==> config.mk <==
export PLATFORM = sky130hd
export DESIGN_NAME = ocg_global_regs
export DESIGN_NICKNAME = d
export VERILOG_FILES = /design/src/common/ocg_pkg.sv /design/src/rtl/ocg_pin_sync.sv /design/src/rtl/ocg_global_regs.sv
export VERILOG_INCLUDE_DIRS = /design/src /design/src/common
export SDC_FILE = /design/constraint.sdc
export NUM_CORES = 1
export LEC_CHECK = 0
export BUFFER_PORTS_ARGS = -buffer_cell sky130_fd_sc_hd__buf_2
export CAP_MARGIN = 20
export CORE_UTILIZATION = 57
export DETAILED_ROUTE_END_ITERATION = 16
export MAX_ROUTING_LAYER = met4
export PLACE_DENSITY = 0.84
export SLEW_MARGIN = 20
export SYNTH_ARGS = -nofsm -noshare
export SYNTH_HDL_FRONTEND = slang
export SYNTH_SLANG_ARGS = --single-unit
==> constraint.sdc <==
create_clock -name clk_in -period 4.04 [get_ports clk_in]
set_input_delay 0.808 -clock clk_in [delete_from_list [all_inputs] [get_ports clk_in]]
set_output_delay 0.808 -clock clk_in [all_outputs]
set_load 0.02 [all_outputs]
==> src/common/ocg_params.svh <==
`ifndef OCG_PARAMS_SVH
`define OCG_PARAMS_SVH

// channel count and decode
`define OCG_NUM_CH 8
`define OCG_CODE_W 3
`define OCG_GLOBAL_BIT 7
`define OCG_CH_SEL_HI 6
`define OCG_CH_SEL_LO 4
`define OCG_CH_OFF_HI 3

// global register addresses
`define OCG_ADDR_SUMMARY 8'h80
`define OCG_ADDR_SRC_LOW 8'h81
`define OCG_ADDR_SRC_MID 8'h82
`define OCG_ADDR_SRC_HIGH 8'h83
`define OCG_ADDR_TCTRL 8'h84
`define OCG_ADDR_TSTAT 8'h85
`define OCG_ADDR_TVAL_LO 8'h86
`define OCG_ADDR_TVAL_HI 8'h87
`define OCG_ADDR_OCTO 8'h88
`define OCG_ADDR_QUAD 8'h89
`define OCG_ADDR_SRST 8'h8A
`define OCG_ADDR_SLEEP 8'h8B
`define OCG_ADDR_REV 8'h8C
`define OCG_ADDR_ID 8'h8D
`define OCG_ADDR_BCAST 8'h8E

// channel register offsets that clear the summary bit
`define OCG_OFF_STATUS 4'h2
`define OCG_OFF_LINE 4'h5
`define OCG_OFF_MODEM 4'h6

// fields
`define OCG_TCTRL_W 4
`define OCG_TCTRL_IRQ_EN 0
`define OCG_TSTAT_TIMEOUT 0
`define OCG_BCAST_EN 0
`define OCG_CODE_NONE 3'h0
`define OCG_CODE_TIMER 3'h7
`define OCG_BYTE_ZERO 8'h00
`define OCG_BYTE_ONES 8'hFF

// pin bundle layout: addr, data, cs_n, rd_n, wr_n
`define OCG_PINS_W 19
`define OCG_PIN_ADDR_LO 11
`define OCG_PIN_DATA_LO 3
`define OCG_PIN_CS 2
`define OCG_PIN_RD 1
`define OCG_PIN_WR 0
`define OCG_PINS_IDLE 19'h7FFFF

// identity defaults, values arbitrary
`define OCG_REV_DEFAULT 8'h01
`define OCG_ID_DEFAULT 8'h5A

`endif

==> src/common/ocg_pkg.sv <==
package ocg_pkg;

	typedef enum logic [1:0] {
		OCG_IDLE = 2'b01,
		OCG_CHAN_RD = 2'b10
	} ocg_bus_e;

	typedef logic [7:0] ocg_byte_t;

endpackage : ocg_pkg

==> src/rtl/ocg_pin_sync.sv <==
`timescale 1ns/1ps
`include "ocg_params.svh"

module ocg_pin_sync
	import ocg_pkg::*;
#(
	parameter int WIDTH = `OCG_PINS_W,
	parameter logic [WIDTH-1:0] IDLE_LEVEL = '1
) (
	input wire logic clk_in,
	input wire logic rst_in,
	input wire logic [WIDTH-1:0] pin_in,
	output logic [WIDTH-1:0] level_out,
	output logic [WIDTH-1:0] fall_out
);

	if (WIDTH < 1) begin : g_bad_width
		$error("ocg_pin_sync: WIDTH must be at least 1");
	end

	logic [WIDTH-1:0] s1_q, s2_q, s3_q, level_q, fall_q;
	logic [WIDTH-1:0] level_d, fall_d;

	// a bit moves only once stages two and three agree
	always_comb begin
		level_d = (level_q & ~(s2_q ^ s3_q)) | (s2_q & ~(s2_q ^ s3_q));
		level_d = ((s2_q ~^ s3_q) & s2_q) | (~(s2_q ~^ s3_q) & level_q);
		fall_d = level_q & ~level_d;
	end

	always_ff @(posedge clk_in) begin
		if (rst_in) begin
			s1_q <= IDLE_LEVEL;
			s2_q <= IDLE_LEVEL;
			s3_q <= IDLE_LEVEL;
			level_q <= IDLE_LEVEL;
			fall_q <= '0;
		end else begin
			s1_q <= pin_in;
			s2_q <= s1_q;
			s3_q <= s2_q;
			level_q <= level_d;
			fall_q <= fall_d;
		end
	end

	assign level_out = level_q;
	assign fall_out = fall_q;

endmodule : ocg_pin_sync

==> src/rtl/ocg_global_regs.sv <==
`timescale 1ns/1ps
`include "ocg_params.svh"

// Behaviour
// eight sixteen-address channel blocks below 0x80
// global registers at 0x80-0x8F, no paging
// channel offsets forwarded unchanged to channels
// summary register bit n flags channel n
// 3-bit codes packed over three registers
// all four interrupt registers reset zero
// only CHANNEL_IRQ_ENABLE-enabled channel interrupts reported
// timer interrupt masked locally by TCTRL bit 0; wake interrupt has no mask
// wake interrupt only after all channels slept
// timer control, status and value registers
// per-channel 8x and 4x select registers
// sleep enable register at 0x8B
// write-only soft reset register at 0x8A
// broadcast bit makes writes hit all channels
// read-only revision and identity registers
// host uses plain reads and writes
// status reads clear channel summary bit
// code seven only as channel-0 timer; a channel-0 source code of seven is still reported unchanged
// 8x select wins over 4x
// broadcast writes all channels, reads addressed
module ocg_global_regs
	import ocg_pkg::*;
#(
	parameter ocg_byte_t REVISION = `OCG_REV_DEFAULT,
	parameter ocg_byte_t IDENTITY = `OCG_ID_DEFAULT,
	parameter int NUM_CH = `OCG_NUM_CH
) (
	input wire logic clk_in,
	input wire logic rst_in,
	input wire logic [7:0] bus_addr_in,
	input wire logic [7:0] bus_wdata_in,
	input wire logic bus_cs_n_in,
	input wire logic bus_rd_n_in,
	input wire logic bus_wr_n_in,
	output logic [7:0] bus_rdata_out,
	output logic bus_rdata_oe_n_out,
	input wire logic [23:0] chan_src_code_in,
	input wire logic [7:0] chan_irq_enabled_in,
	input wire logic [63:0] chan_rdata_in,
	input wire logic timer_timeout_in,
	input wire logic device_asleep_in,
	output logic [3:0] chan_offset_out,
	output logic [7:0] chan_wdata_out,
	output logic [7:0] chan_wr_out,
	output logic [7:0] chan_rd_out,
	output logic [7:0] chan_soft_reset_out,
	output logic [7:0] octo_mode_out,
	output logic [7:0] quad_mode_out,
	output logic [7:0] sleep_enable_out,
	output logic [3:0] timer_control_out,
	output logic [15:0] timer_value_out
);

	if (NUM_CH != `OCG_NUM_CH) begin : g_bad_ch
		$error("ocg_global_regs: only eight channels are supported");
	end

	function automatic logic [7:0] ocg_onehot(input logic [2:0] idx);
		return 8'h01 << idx;
	endfunction : ocg_onehot

	// masked, reserved-filtered source code of one channel
	function automatic logic [2:0] ocg_eff_code(input int ch, input logic [2:0] code,
			input logic en);
		if (!en)
			return `OCG_CODE_NONE;
		if (ch != 0 && code == `OCG_CODE_TIMER)
			return `OCG_CODE_NONE;
		return code;
	endfunction : ocg_eff_code

	////////////////////////////////////////////////////////////////////////
	// pin capture

	logic [`OCG_PINS_W-1:0] pins_raw, pins_lvl, pins_fall;
	logic [7:0] addr_s, wdata_s;
	logic cs_low, rd_ev, wr_ev, is_global;
	logic [2:0] ch_sel;
	logic [3:0] ch_off;

	assign pins_raw = {bus_addr_in, bus_wdata_in, bus_cs_n_in, bus_rd_n_in, bus_wr_n_in};

	ocg_pin_sync #(
		.WIDTH(`OCG_PINS_W),
		.IDLE_LEVEL(`OCG_PINS_IDLE)
	) u_pin_sync (
		.clk_in(clk_in),
		.rst_in(rst_in),
		.pin_in(pins_raw),
		.level_out(pins_lvl),
		.fall_out(pins_fall)
	);

	assign addr_s = pins_lvl[`OCG_PIN_ADDR_LO +: 8];
	assign wdata_s = pins_lvl[`OCG_PIN_DATA_LO +: 8];
	assign cs_low = !pins_lvl[`OCG_PIN_CS];
	assign rd_ev = pins_fall[`OCG_PIN_RD] && cs_low;
	assign wr_ev = pins_fall[`OCG_PIN_WR] && cs_low;
	assign is_global = addr_s[`OCG_GLOBAL_BIT];
	assign ch_sel = addr_s[`OCG_CH_SEL_HI:`OCG_CH_SEL_LO];
	assign ch_off = addr_s[`OCG_CH_OFF_HI:0];

	////////////////////////////////////////////////////////////////////////
	// bus and configuration registers

	ocg_bus_e state_q, state_d;
	ocg_byte_t rdata_q, rdata_d, cwdata_q, cwdata_d;
	logic oe_n_q, oe_n_d;
	logic [3:0] offset_q, offset_d, tctrl_q, tctrl_d;
	logic [2:0] rd_sel_q, rd_sel_d;
	logic [7:0] chan_wr_q, chan_wr_d, chan_rd_q, chan_rd_d, srst_q, srst_d;
	logic [7:0] octo_q, octo_d, quad_q, quad_d, quad_eff_q, quad_eff_d, sleep_q, sleep_d;
	logic [15:0] tval_q, tval_d;
	logic bcast_q, bcast_d;
	logic [23:0] code_q;
	logic [7:0] summary_q;
	logic tflag_q;

	always_comb begin
		state_d = state_q;
		rdata_d = rdata_q;
		oe_n_d = !(cs_low && !pins_lvl[`OCG_PIN_RD]);
		offset_d = offset_q;
		cwdata_d = cwdata_q;
		rd_sel_d = rd_sel_q;
		chan_wr_d = `OCG_BYTE_ZERO;
		chan_rd_d = `OCG_BYTE_ZERO;
		srst_d = `OCG_BYTE_ZERO;
		tctrl_d = tctrl_q;
		tval_d = tval_q;
		octo_d = octo_q;
		quad_d = quad_q;
		sleep_d = sleep_q;
		bcast_d = bcast_q;
		if (wr_ev) begin
			if (!is_global) begin
				offset_d = ch_off;
				cwdata_d = wdata_s;
				chan_wr_d = bcast_q ? `OCG_BYTE_ONES : ocg_onehot(ch_sel);
			end else begin
				case (addr_s)
					`OCG_ADDR_TCTRL: tctrl_d = wdata_s[`OCG_TCTRL_W-1:0];
					`OCG_ADDR_TVAL_LO: tval_d[7:0] = wdata_s;
					`OCG_ADDR_TVAL_HI: tval_d[15:8] = wdata_s;
					`OCG_ADDR_OCTO: octo_d = wdata_s;
					`OCG_ADDR_QUAD: quad_d = wdata_s;
					`OCG_ADDR_SRST: srst_d = wdata_s;
					`OCG_ADDR_SLEEP: sleep_d = wdata_s;
					`OCG_ADDR_BCAST: bcast_d = wdata_s[`OCG_BCAST_EN];
					default: bcast_d = bcast_q;
				endcase
			end
		end
		quad_eff_d = quad_d & ~octo_d;
		case (state_q)
			OCG_IDLE: begin
				if (rd_ev && !is_global) begin
					offset_d = ch_off;
					rd_sel_d = ch_sel;
					chan_rd_d = ocg_onehot(ch_sel);
					state_d = OCG_CHAN_RD;
				end else if (rd_ev) begin
					case (addr_s)
						`OCG_ADDR_SUMMARY: rdata_d = summary_q;
						`OCG_ADDR_SRC_LOW: rdata_d = code_q[7:0];
						`OCG_ADDR_SRC_MID: rdata_d = code_q[15:8];
						`OCG_ADDR_SRC_HIGH: rdata_d = code_q[23:16];
						`OCG_ADDR_TCTRL: rdata_d = {4'h0, tctrl_q};
						`OCG_ADDR_TSTAT: rdata_d = {7'h00, tflag_q};
						`OCG_ADDR_TVAL_LO: rdata_d = tval_q[7:0];
						`OCG_ADDR_TVAL_HI: rdata_d = tval_q[15:8];
						`OCG_ADDR_OCTO: rdata_d = octo_q;
						`OCG_ADDR_QUAD: rdata_d = quad_q;
						`OCG_ADDR_SLEEP: rdata_d = sleep_q;
						`OCG_ADDR_REV: rdata_d = REVISION;
						`OCG_ADDR_ID: rdata_d = IDENTITY;
						`OCG_ADDR_BCAST: rdata_d = {7'h00, bcast_q};
						default: rdata_d = `OCG_BYTE_ZERO;
					endcase
				end
			end
			OCG_CHAN_RD: begin
				rdata_d = chan_rdata_in[rd_sel_q*8 +: 8];
				state_d = OCG_IDLE;
			end
			default: state_d = OCG_IDLE;
		endcase
	end

	always_ff @(posedge clk_in) begin
		if (rst_in) begin
			state_q <= OCG_IDLE;
			rdata_q <= `OCG_BYTE_ZERO;
			oe_n_q <= 1'b1;
			offset_q <= 4'h0;
			cwdata_q <= `OCG_BYTE_ZERO;
			rd_sel_q <= 3'h0;
			chan_wr_q <= `OCG_BYTE_ZERO;
			chan_rd_q <= `OCG_BYTE_ZERO;
			srst_q <= `OCG_BYTE_ZERO;
			tctrl_q <= 4'h0;
			tval_q <= 16'h0000;
			octo_q <= `OCG_BYTE_ZERO;
			quad_q <= `OCG_BYTE_ZERO;
			quad_eff_q <= `OCG_BYTE_ZERO;
			sleep_q <= `OCG_BYTE_ZERO;
			bcast_q <= 1'b0;
		end else begin
			state_q <= state_d;
			rdata_q <= rdata_d;
			oe_n_q <= oe_n_d;
			offset_q <= offset_d;
			cwdata_q <= cwdata_d;
			rd_sel_q <= rd_sel_d;
			chan_wr_q <= chan_wr_d;
			chan_rd_q <= chan_rd_d;
			srst_q <= srst_d;
			tctrl_q <= tctrl_d;
			tval_q <= tval_d;
			octo_q <= octo_d;
			quad_q <= quad_d;
			quad_eff_q <= quad_eff_d;
			sleep_q <= sleep_d;
			bcast_q <= bcast_d;
		end
	end

	////////////////////////////////////////////////////////////////////////
	// interrupt summary, source codes, timer flag, wake-up

	logic [23:0] code_d;
	logic [7:0] summary_d, sum_set, sum_clr;
	logic tflag_d, tstat_clr, wake_q, wake_d, armed_q, armed_d, asleep_q, wake_set;

	assign tstat_clr = rd_ev && state_q == OCG_IDLE && addr_s == `OCG_ADDR_TSTAT;
	assign wake_set = asleep_q && !device_asleep_in && armed_q;

	always_comb begin
		sum_clr = `OCG_BYTE_ZERO;
		if (rd_ev && state_q == OCG_IDLE && !is_global && (ch_off == `OCG_OFF_STATUS
				|| ch_off == `OCG_OFF_LINE || ch_off == `OCG_OFF_MODEM))
			sum_clr = ocg_onehot(ch_sel);
		for (int n = 0; n < `OCG_NUM_CH; n++) begin
			code_d[n*3 +: 3] = ocg_eff_code(n, chan_src_code_in[n*3 +: 3],
				chan_irq_enabled_in[n]);
		end
		if (code_d[2:0] == `OCG_CODE_NONE && tflag_q && tctrl_q[`OCG_TCTRL_IRQ_EN])
			code_d[2:0] = `OCG_CODE_TIMER;
		for (int n = 0; n < `OCG_NUM_CH; n++) begin
			sum_set[n] = code_d[n*3 +: 3] != `OCG_CODE_NONE;
		end
		// wake flag and its summary bit clear together on the status read
		wake_d = (wake_q && !sum_clr[0]) || wake_set;
		sum_set[0] = sum_set[0] || wake_d;
		summary_d = (summary_q & ~sum_clr) | sum_set;
		tflag_d = (tflag_q && !tstat_clr) || timer_timeout_in;
		armed_d = (armed_q || (device_asleep_in && sleep_q == `OCG_BYTE_ONES)) && !wake_set;
	end

	always_ff @(posedge clk_in) begin
		if (rst_in) begin
			code_q <= 24'h000000;
			summary_q <= `OCG_BYTE_ZERO;
			tflag_q <= 1'b0;
			armed_q <= 1'b0;
			wake_q <= 1'b0;
			asleep_q <= 1'b0;
		end else begin
			code_q <= code_d;
			summary_q <= summary_d;
			tflag_q <= tflag_d;
			armed_q <= armed_d;
			wake_q <= wake_d;
			asleep_q <= device_asleep_in;
		end
	end

	assign bus_rdata_out = rdata_q;
	assign bus_rdata_oe_n_out = oe_n_q;
	assign chan_offset_out = offset_q;
	assign chan_wdata_out = cwdata_q;
	assign chan_wr_out = chan_wr_q;
	assign chan_rd_out = chan_rd_q;
	assign chan_soft_reset_out = srst_q;
	assign octo_mode_out = octo_q;
	assign quad_mode_out = quad_eff_q;
	assign sleep_enable_out = sleep_q;
	assign timer_control_out = tctrl_q;
	assign timer_value_out = tval_q;
endmodule : ocg_global_regs

==> qor.txt, run 1 <==
Async S/R FF share, synth: 0%
initial DRC count: 515
critical path fanouts, max: 15
io pins: 208
FF-to-FF path depth: 5
layout cells sized above 1: 31.81%
clk buf depth: 3
post-route setup TNS: 0 ps
Crit path required time: 4430 ps
Compound-Gate Fraction of Synth Area: 12.06%
CTS tree: done
largest family of logic cells by synthesized area: simple AND/OR/NAND/NOR gates
worst slack, placed: 1395 ps
Final Hold Viols: 0
adder-cell share of the synthesized area: 0%
Final #Nets: 1182
multiplexer share of the synthesized area: 12.62%
H-tree Lvls: 1
startpoint types: flip-flop
pin count of the biggest net entering global routing: 92
Seq/Total Area, Yosys: 51.07%
Netlist cell types: 59
CP Capture Type: flip-flop
vias per cell: 5.668
area of the multi-input gates: 3906 sq um
worst path arrival time: 3100 ps
Die Area: 15420 sq um
mapped cell area: 8507 sq um
Setup Buffers After CTS: 0
post-CTS sizing: 0
Finish-stage setup viols: 0
Simple-Gate Fraction of Synth Area: 21.06%
drt pass-1 iters: 5
fin crit share: 67.29%
EDFF count, synth: 0
worst hold-check path type: flip-flop to flip-flop
Max-Cap Viols: 0
syn avg cell area: 9.656 sq um
hold slack final: 405.9 ps
status: finished clean
Pins Over Slew Limit: 0
CTS root buffer: clkbuf_16
initial core utilization: 58.53%
post-synthesis cell count: 881
initial antenna violation count: 0
crit path kind: flip-flop to flip-flop
first-pass GRT wire length: 33.15 mm
global route overflow: 0
synthesized flop and latch total: 217
core area: 14530 sq um
Final Wtd Congestion: 0.9557
area grow syn2layout: 20.59%
Worst Tran Pin Value: 934.5 ps
worst skew pair latency: 490 ps
Primary FF master, synth: dfxtp_1
fmax: 367.9 MHz
Max VDD drop: 0.0003450 V
Synth Area in XOR/XNOR: 0.1030%
Ant. Diodes: 0
Die Y-Extent: 124.2 um
IO buf count: 207
overall routing resource usage: 28.84%
vias in the first global route: 6551
routed vias: 7136
DR WL/cell: 17.47 um
final instance area: 10260 sq um
worst hold stages: 1
storage element area: 4345 sq um
DR DRC count: 0
clk_skew: 10.89 ps
slew margin rel.: 37.61%
cts bufs inserted: 21
PnR worst setup slack: 1322 ps
Die W: 124.2 um
Detail Route Antenna Nets: 0
Tmin final: 2718 ps
synth warn: 0
filler instances: 1136
post-DP HPWL: 15.66 mm
clock sink count: 217
PwrDens: 410.7 nW/um^2
number of hold buffers added after CTS: 0
RSZ-0062 raised after global routing: false
post-placement cell area: 9613 sq um
final wirelength: 22.00 mm
post-synth net total: 1000
P_leak: 4.348 nW
Row Count: 44
Worst-path clk slew: 60 ps
-- worst paths after layout --
check,startpoint,endpoint,slack [ps]
worst max-delay path,flip-flop,quad_mode_out[2]$_SDFF_PP0_,1320
worst min register to register,u_pin_sync.s1_q[4]$_SDFF_PP1_,u_pin_sync.s2_q[4]$_SDFF_PP1_,410
worst max register to register,flip-flop,quad_mode_out[2]$_SDFF_PP0_,1320
worst min-delay path,u_pin_sync.s1_q[4]$_SDFF_PP1_,u_pin_sync.s2_q[4]$_SDFF_PP1_,410
-- kinds of logic after synthesis --
family,after synthesis
xor+xnor,1
mux,85
simple gates,344
flops,217
compound gates,168
buf+inv,66
-- per-layer routing --
metal,routed length [um],GRT usage (%)
met3,1344,4.304
met2,10720,48.38
met5,0,-
met4,716,10.71
met1,9215,35.07
-- registers in the layout (all words and copies together), names as in the netlist, 16 cells and up, named ones only --
name	cells
code_q	24
u_pin_sync.s1_q	19
u_pin_sync.s2_q	19
u_pin_sync.s3_q	19
timer_value_out	16
-- critical path: stages, from the launching register on --
cell and delay (ps):
dfxtp_1 620, or4b_4 590, nor4_4 810, mux2i_1 330, nor2_2 70, and2_1 190
-- report_power, final --
| group | switching, W | internal [W] |
|---|---|---|
| clock network | 0.000770 | 0.00107 |
| logic | 0.0000789 | 0.0000897 |
| registers | 0.0000218 | 0.00218 |
| total | 0.000871 | 0.00334 |
-- cell usage after synthesis, drive strengths merged (3+ instances only) --
library cell | instances | area share [%]
buf | 17 | 0.93
nand4 | 11 | 0.81
mux4 | 17 | 4.5
nand2b | 9 | 0.66
and3 | 3 | 0.22
nor2b | 13 | 0.96
clkbuf | 38 | 1.7
o21bai | 19 | 1.7
nor3 | 8 | 0.66
and3b | 3 | 0.31
o32ai | 5 | 0.51
or2 | 57 | 4.2
inv | 10 | 0.44
nor2 | 102 | 4.8
a21oi | 80 | 4.7
a32o | 3 | 0.35
a22oi | 9 | 0.79
nand3b | 3 | 0.26
or3 | 14 | 1.0
o22ai | 5 | 0.37
a221oi | 3 | 0.31
dfxtp | 217 | 51
mux2 | 8 | 1.1
o21ai | 24 | 1.4
nand2 | 61 | 2.7
nor4 | 4 | 0.47
nand3 | 27 | 1.6
mux2i | 60 | 7.1
a31oi | 5 | 0.37
and2 | 20 | 1.5
-- cells in the final DEF (no fill, tap or decap), types with 6 or more instances in the layout --
cell type  instances
a21oi_1           80
a22oi_1            9
and2_1            20
buf_2            206
buf_4              8
clkbuf_16         21
dfxtp_1          216
inv_1             10
mux2_2             8
mux2i_1           60
mux4_2            17
nand2_1           61
nand2b_1           9
nand3_1           27
nand4_1           11
nor2_1            93
nor2_2             9
nor2b_1           13
nor3_1             6
o21ai_0           22
o21bai_1          19
or2_2             57
or3_1             14
-- layout make-up --
type / count / area share (%)
clock buffers: 29 / 5.708
clock inverters: 6 / 0.5732
inverters: 11 / 0.4025
multi-input cells: 598 / 38.08
flip-flops and latches: 217 / 42.36
well taps: 184 / 2.244
repair buffers: 214 / 10.64
-- metrics by stage --
step | power, W | cells | utilization [%]
after CTS | 0.004237 | 1259 | 70.58
after global placement | 0.002409 | 1224 | 66.14
after floorplan | 0.002326 | 881 | -
final | 0.004214 | 1259 | 70.58
after detailed placement | 0.002415 | 1224 | 66.14
after global routing | 0.004340 | 1259 | 70.58
Note: power is estimated with default switching activity, not from simulation.
==> run 2, diff against run 1 <==
- ABC_AREA: unset -> 1
- CORE_UTILIZATION: 57 -> 53
- PLACE_DENSITY: 0.84 -> 0.79
- clock period: 4.04 -> 2.7 ns (I/O delays scaled with it)
==> run 2 against run 1 <==
Effect of this change: sequential share of layout area down 0.74 points; routed wire length grew 9.4%; worst hold slack lost 180 ps; sequential power rose by 50%; non-clock buffer count rose by 4; critical path type unchanged; die area grew 7.8%; critical endpoint is now timer_value_out[12]$_SDFFE_PP0P_; clock power up 57%; largest cell class unchanged; via count rose by 12%.
==> qor.txt, run 2 <==
Netlist cell types: 31
io pins: 208
synth warn: 0
clock sink count: 217
initial DRC count: 599
first-pass GRT wire length: 37.05 mm
Die Y-Extent: 128.9 um
Seq/Total Area, Yosys: 50.88%
Primary FF master, synth: dfxtp_1
area grow syn2layout: 22.26%
top cell type's share of synthesized area: 50.88%
total power: 0.006418 W
layout cells sized above 1: 26.06%
status: finished clean
post-placement cell area: 9757 sq um
Pins Over Slew Limit: 0
CP Cell Sequence: inv_1 > nand2_1 > nor2_4 > buf_4 > nand3_1 > o21ai_0 > a21oi_1
placed cells: 1474
Row Count: 46
pin count of the biggest net entering global routing: 96
Worst Tran Pin Value: 809.5 ps
core area: 15830 sq um
fin crit share: 84.34%
CTS root buffer: clkbuf_16
post-synth net total: 1203
post-CTS sizing: 0
Pint: 0.005096 W
count leader, synth: dfxtp_1
EDFF count, synth: 0
initial core utilization: 53.94%
global route overflow: 0
critical path fanouts, max: 19
Reg with most FFs: code_q
routed vias: 7958
overall routing resource usage: 29.54%
largest area contributor in the netlist: dfxtp_1
number of hold buffers added after CTS: 0
IO buf count: 207
clk_skew: 22.80 ps
post-route setup TNS: 0 ps
DR DRC count: 0
sequential share of power: 51.2%
RSZ-0062 raised after global routing: false
crit-path leading delay family: simple AND/OR/NAND/NOR gates
Finish-stage setup viols: 0
worst path arrival time: 2640 ps
Final Hold Viols: 0
CTS tree: done
startpoint types: flip-flop
fmax: 439.2 MHz
crit path kind: flip-flop to flip-flop
Post-Layout Cell Count: 1509
commonest non-fill, non-tap cells in the layout: dfxtp_1 (217), buf_2 (206), nor2_1 (175)
Tmin final: 2277 ps
synthesized flop and latch total: 217
mapped cell area: 8538 sq um
drt pass-1 iters: 5
P_sw: 0.001321 W
crit-path max cell delay: 420 ps
commonest non-fill, non-tap cell in the layout: dfxtp_1
vias per cell: 5.274
Max VDD drop: 0.0005277 V
Largest register FFs: 24
Logic pwr share: 3.9%
syn avg cell area: 7.877 sq um
Max-Cap Viols: 0
Worst-path clk slew: 60 ps
Detail Route Antenna Nets: 0
Crit path required time: 3070 ps
Final #Nets: 1400
initial antenna violation count: 0
cts bufs inserted: 21
sw frac: 20.59%
PwrDens: 614.8 nW/um^2
Async S/R FF share, synth: 0%
CP Capture Type: flip-flop
post-synthesis cell count: 1084
Ant. Diodes: 0
vias in the first global route: 7360
final wirelength: 24.07 mm
Die Area: 16620 sq um
worst hold-check path type: input port to flip-flop
P_leak: 4.655 nW
Clock power frac: 44.8%
DR WL/cell: 15.95 um
final instance area: 10440 sq um
Die W: 128.9 um
slew margin rel.: 45.97%
synth cell count leaders: dfxtp_1 (217), nor2_1 (175), inv_1 (117)
filler instances: 1357
Worst Path Buf+Inv: 2
H-tree Lvls: 1
Crit-path slowest cell: nand3_1
synth top area cells: dfxtp_1 (51%), nor2_1 (7.7%), nand3_1 (6.0%)
worst skew pair latency: 500 ps
Final Wtd Congestion: 0.9849
post-DP HPWL: 17.71 mm
Setup Buffers After CTS: 0
clk buf depth: 3
[run 2: cell count changes in the layout (fill, tap and decap cells not counted), moves of 39 or more]
cell,before,now
nand3_1,27,103
o21ai_0,22,90
nand2_1,61,100
inv_1,10,117
nor2_1,93,175
mux2i_1,60,0
[run 2: layout make-up]
type / instances / area [sq um] / area share (%)
flip-flops and latches: 217 / 4344 / 41.62
multi-input cells: 696 / 3532 / 33.84
repair buffers: 218 / 1134 / 10.86
clock buffers: 31 / 633.1 / 6.065
inverters: 127 / 476.7 / 4.567
well taps: 216 / 270.3 / 2.589
clock inverters: 4 / 48.80 / 0.4675
[run 2: logic make-up after synthesis]
| kind of cell | count (synthesis) | share of synthesized area (%) |
|---|---|---|
| adder cells (fa/ha/maj) | 18 | 2.110 |
| AO/OA/AOI/OAI | 204 | 13.25 |
| AND/OR/NAND/NOR | 474 | 26.01 |
| flip-flops | 217 | 50.88 |
| buffers and inverters | 171 | 7.752 |
[run 2: stage by stage]
stage / hold WS [ps] / utilization, % / setup WS, ps
2_1_floorplan: 389.5 / - / 1124
4_1_cts: 215.2 / 65.95 / 500.0
3_3_place_gp: 390.4 / 61.64 / 667.4
5_1_grt: 215.4 / 65.95 / 183.9
3_5_place_dp: 392.3 / 61.64 / 541.4
6_report: 222.4 / 65.95 / 423.0
[run 2: layer usage]
layer	vias up	routed length [um]	share of wire [%]	track usage, %
met4	0	667	2.8	10.31
met3	48	1618	6.7	3.867
met1	3630	9978	41	34.82
met2	357	11800	49	51.64
li1	3923	-	-	-
met5	-	0	0	-
[run 2: power by group through the flow]
stage | Sequential, W | Clock [W] | Combinational, W
after CTS | 0.00329 | 0.00291 | 0.000251
after floorplan | 0.00335 | 0 | 0.000127
after global placement | 0.00336 | 0 | 0.000241
final | 0.00329 | 0.00288 | 0.000251
after detailed placement | 0.00336 | 0 | 0.000248
after global routing | 0.00329 | 0.00305 | 0.000282
[run 2: worst reg2reg max path: cells and delay by family, from the launching register on]
family                 cells  cell delay [ps]
AOI/OAI and AO/OA          2              420
buffers and inverters      2              420
DFF                        1              380
and+or+nand+nor            3              940
[run 2: final timing paths]
| check | start | to | slack, ps | depth (start not counted) |
|---|---|---|---|---|
| setup / recovery | flip-flop | timer_value_out[12]$_SDFFE_PP0P_ | 420 | 7 |
| hold / removal | bus_wdata_in[2] | u_pin_sync.s1_q[5]$_SDFF_PP1_ | 220 | 2 |
| setup reg to reg | flip-flop | timer_value_out[12]$_SDFFE_PP0P_ | 420 | 7 |
| hold reg to reg | u_pin_sync.s1_q[13]$_SDFF_PP1_ | u_pin_sync.s2_q[13]$_SDFF_PP1_ | 410 | 1 |
==> run 3, diff against run 2 <==
- ABC_AREA: 1 -> 0
- clock period: 2.7 -> 2.1 ns (I/O delays scaled with it)
==> run 3 against run 2 <==
Effect of this change: via count decreased by 8.1%; clock power increased by 48%; flip-flop and latch count unchanged; clock skew decreased by 8.8 ps; sequential share of layout area decreased by 1.4 points; maximum frequency increased by 13%; routed wire length decreased by 6.1%; largest power group is now the clock network; sequential power increased by 29%; critical path depth decreased by 1.
==> qor.txt, run 3 (synthesis gave the netlist of run 1 again) <==
number of hold buffers added after CTS: 0
Final Wtd Congestion: 0.9672
post-placement cell area: 9965 sq um
Final Hold Viols: 0
worst hold-check path type: input port to flip-flop
Die W: 128.7 um
Reg with most FFs: code_q
first-pass GRT wire length: 35.03 mm
crit path kind: flip-flop to flip-flop
fmax: 494.8 MHz
GR Layer Usage met2: 44.86%
GRT busiest layer: met2
crit-path leading delay family: compound AO/OA/AOI/OAI gates
critical path fanouts, max: 10
CTS tree: done
pin count of the biggest net entering global routing: 78
overall routing resource usage: 28.04%
CP Capture Type: flip-flop
CP Cell Sequence: buf_4 > clkinv_1 > a221oi_1 > o22ai_1 > a31oi_1 > o21ai_0
Max-Cap Viols: 0
H-tree Lvls: 1
Die Y-Extent: 128.7 um
final instance area: 10810 sq um
clock sink count: 217
RSZ-0062 raised after global routing: false
Final #Nets: 1218
worst path arrival time: 2390 ps
Largest register FFs: 24
core area: 15430 sq um
crit-path max cell delay: 470 ps
DR WL/cell: 17.02 um
Die Area: 16560 sq um
post-DP HPWL: 16.53 mm
worst skew pair latency: 500 ps
commonest non-fill, non-tap cell in the layout: dfxtp_1
IO buf count: 207
hold wc startpoint: bus_wdata_in[2]
Global Route met1 Usage: 35.49%
filler instances: 1268
commonest non-fill, non-tap cells in the layout: dfxtp_1 (216), buf_2 (206), nor2_1 (93)
Worst Tran Pin Value: 536.3 ps
Pins Over Slew Limit: 0
layout cells sized above 1: 34.62%
drt pass-1 iters: 5
Worst-path clk slew: 60 ps
Finished Core Util: 70.06%
Post-Layout Cell Count: 1328
DR DRC count: 0
Worst Path Buf+Inv: 2
met3 global-route usage: 4.283%
final wirelength: 22.60 mm
initial DRC count: 608
cts bufs inserted: 22
initial antenna violation count: 2
placed cells: 1285
P_leak: 4.613 nW
Crit-path slowest cell: dfxtp_1
Crit path required time: 2470 ps
Tmin final: 2021 ps
PwrDens: 817.6 nW/um^2
CTS root buffer: clkbuf_16
post-route setup TNS: 0 ps
Row Count: 45
slew margin rel.: 63.94%
vias per cell: 5.509
Max VDD drop: 0.0007596 V
Finish-stage setup viols: 0
area grow syn2layout: 27.06%
vias in the first global route: 6926
io pins: 208
initial core utilization: 55.14%
startpoint types: flip-flop
Detail Route Antenna Nets: 0
routed vias: 7316
status: finished clean
global route overflow: 0
clk_skew: 13.97 ps
clk buf depth: 3
fin crit share: 96.24%
==> run 3: cell count changes in the layout (fill, tap and decap cells not counted), sizes merged, moves of 22 or more <==
cell | before | now
o21ai | 105 | 24
nand2 | 102 | 61
inv | 126 | 10
a21oi | 58 | 80
nand3 | 105 | 27
nor2 | 184 | 102
mux2i | 0 | 60
buf | 218 | 249
==> run 3: layout make-up <==
type,count,area [sq um],share of cell area (%)
Antenna cell,2,5.005,0.04630
Clock inverter,9,151.4,1.401
Sequential cell,217,4345,40.20
Multi-Input combinational cell,598,3920,36.27
Inverter,11,41.29,0.3820
Timing Repair Buffer,249,1416,13.10
Clock buffer,31,665.6,6.158
Tap cell,211,264.0,2.442
==> run 3: power by group <==
group | switching (W) | total (W) | internal, W
registers | 0.0000379 | 0.00423 | 0.00419
logic | 0.000153 | 0.000332 | 0.000179
clock network | 0.00157 | 0.00427 | 0.00270
total | 0.00176 | 0.00884 | 0.00708
==> run 3: worst register-to-register path, delay by kind of cell (launching register included) <==
family	cells	cell delay, ps
flip-flops	1	470
AO/OA/AOI/OAI	4	940
buffers and inverters	2	480
==> run 3: path summary, 6_finish.rpt <==
check / end / slack, ps / cells after the start
setup reg to reg: bus_rdata_out[1]$_SDFFE_PP0P_ / 80 / 6
setup / recovery: bus_rdata_out[1]$_SDFFE_PP0P_ / 80 / 6
hold / removal: u_pin_sync.s1_q[5]$_SDFF_PP1_ / 100 / 2
hold reg to reg: u_pin_sync.s2_q[1]$_SDFF_PP1_ / 410 / 1
==> run 3: metal layers <==
| metal | vias up | routed length (um) |
|---|---|---|
| met5 | - | 0 |
| met4 | 0 | 734 |
| met3 | 55 | 1349 |
| met2 | 250 | 10680 |
| met1 | 3483 | 9840 |
| li1 | 3528 | - |
==> run 3: per-stage QoR <==
step,hold WS (ps),setup slack (ps),total power [W]
2_1_floorplan,389.5,29.01,0.004474
3_3_place_gp,391.0,97.98,0.004639
3_5_place_dp,392.3,74.68,0.004651
4_1_cts,80.75,8.734,0.008888
5_1_grt,80.25,4.921,0.009118
6_report,95.42,78.86,0.008838
==> run 3: timing repair <==
| item | 4_1_cts | 5_1_grt |
|---|---|---|
| buffers inserted | 0 | 1 |
| gates resized for setup | 0 | 4 |
| setup endpoints to repair | 0 | 10 |
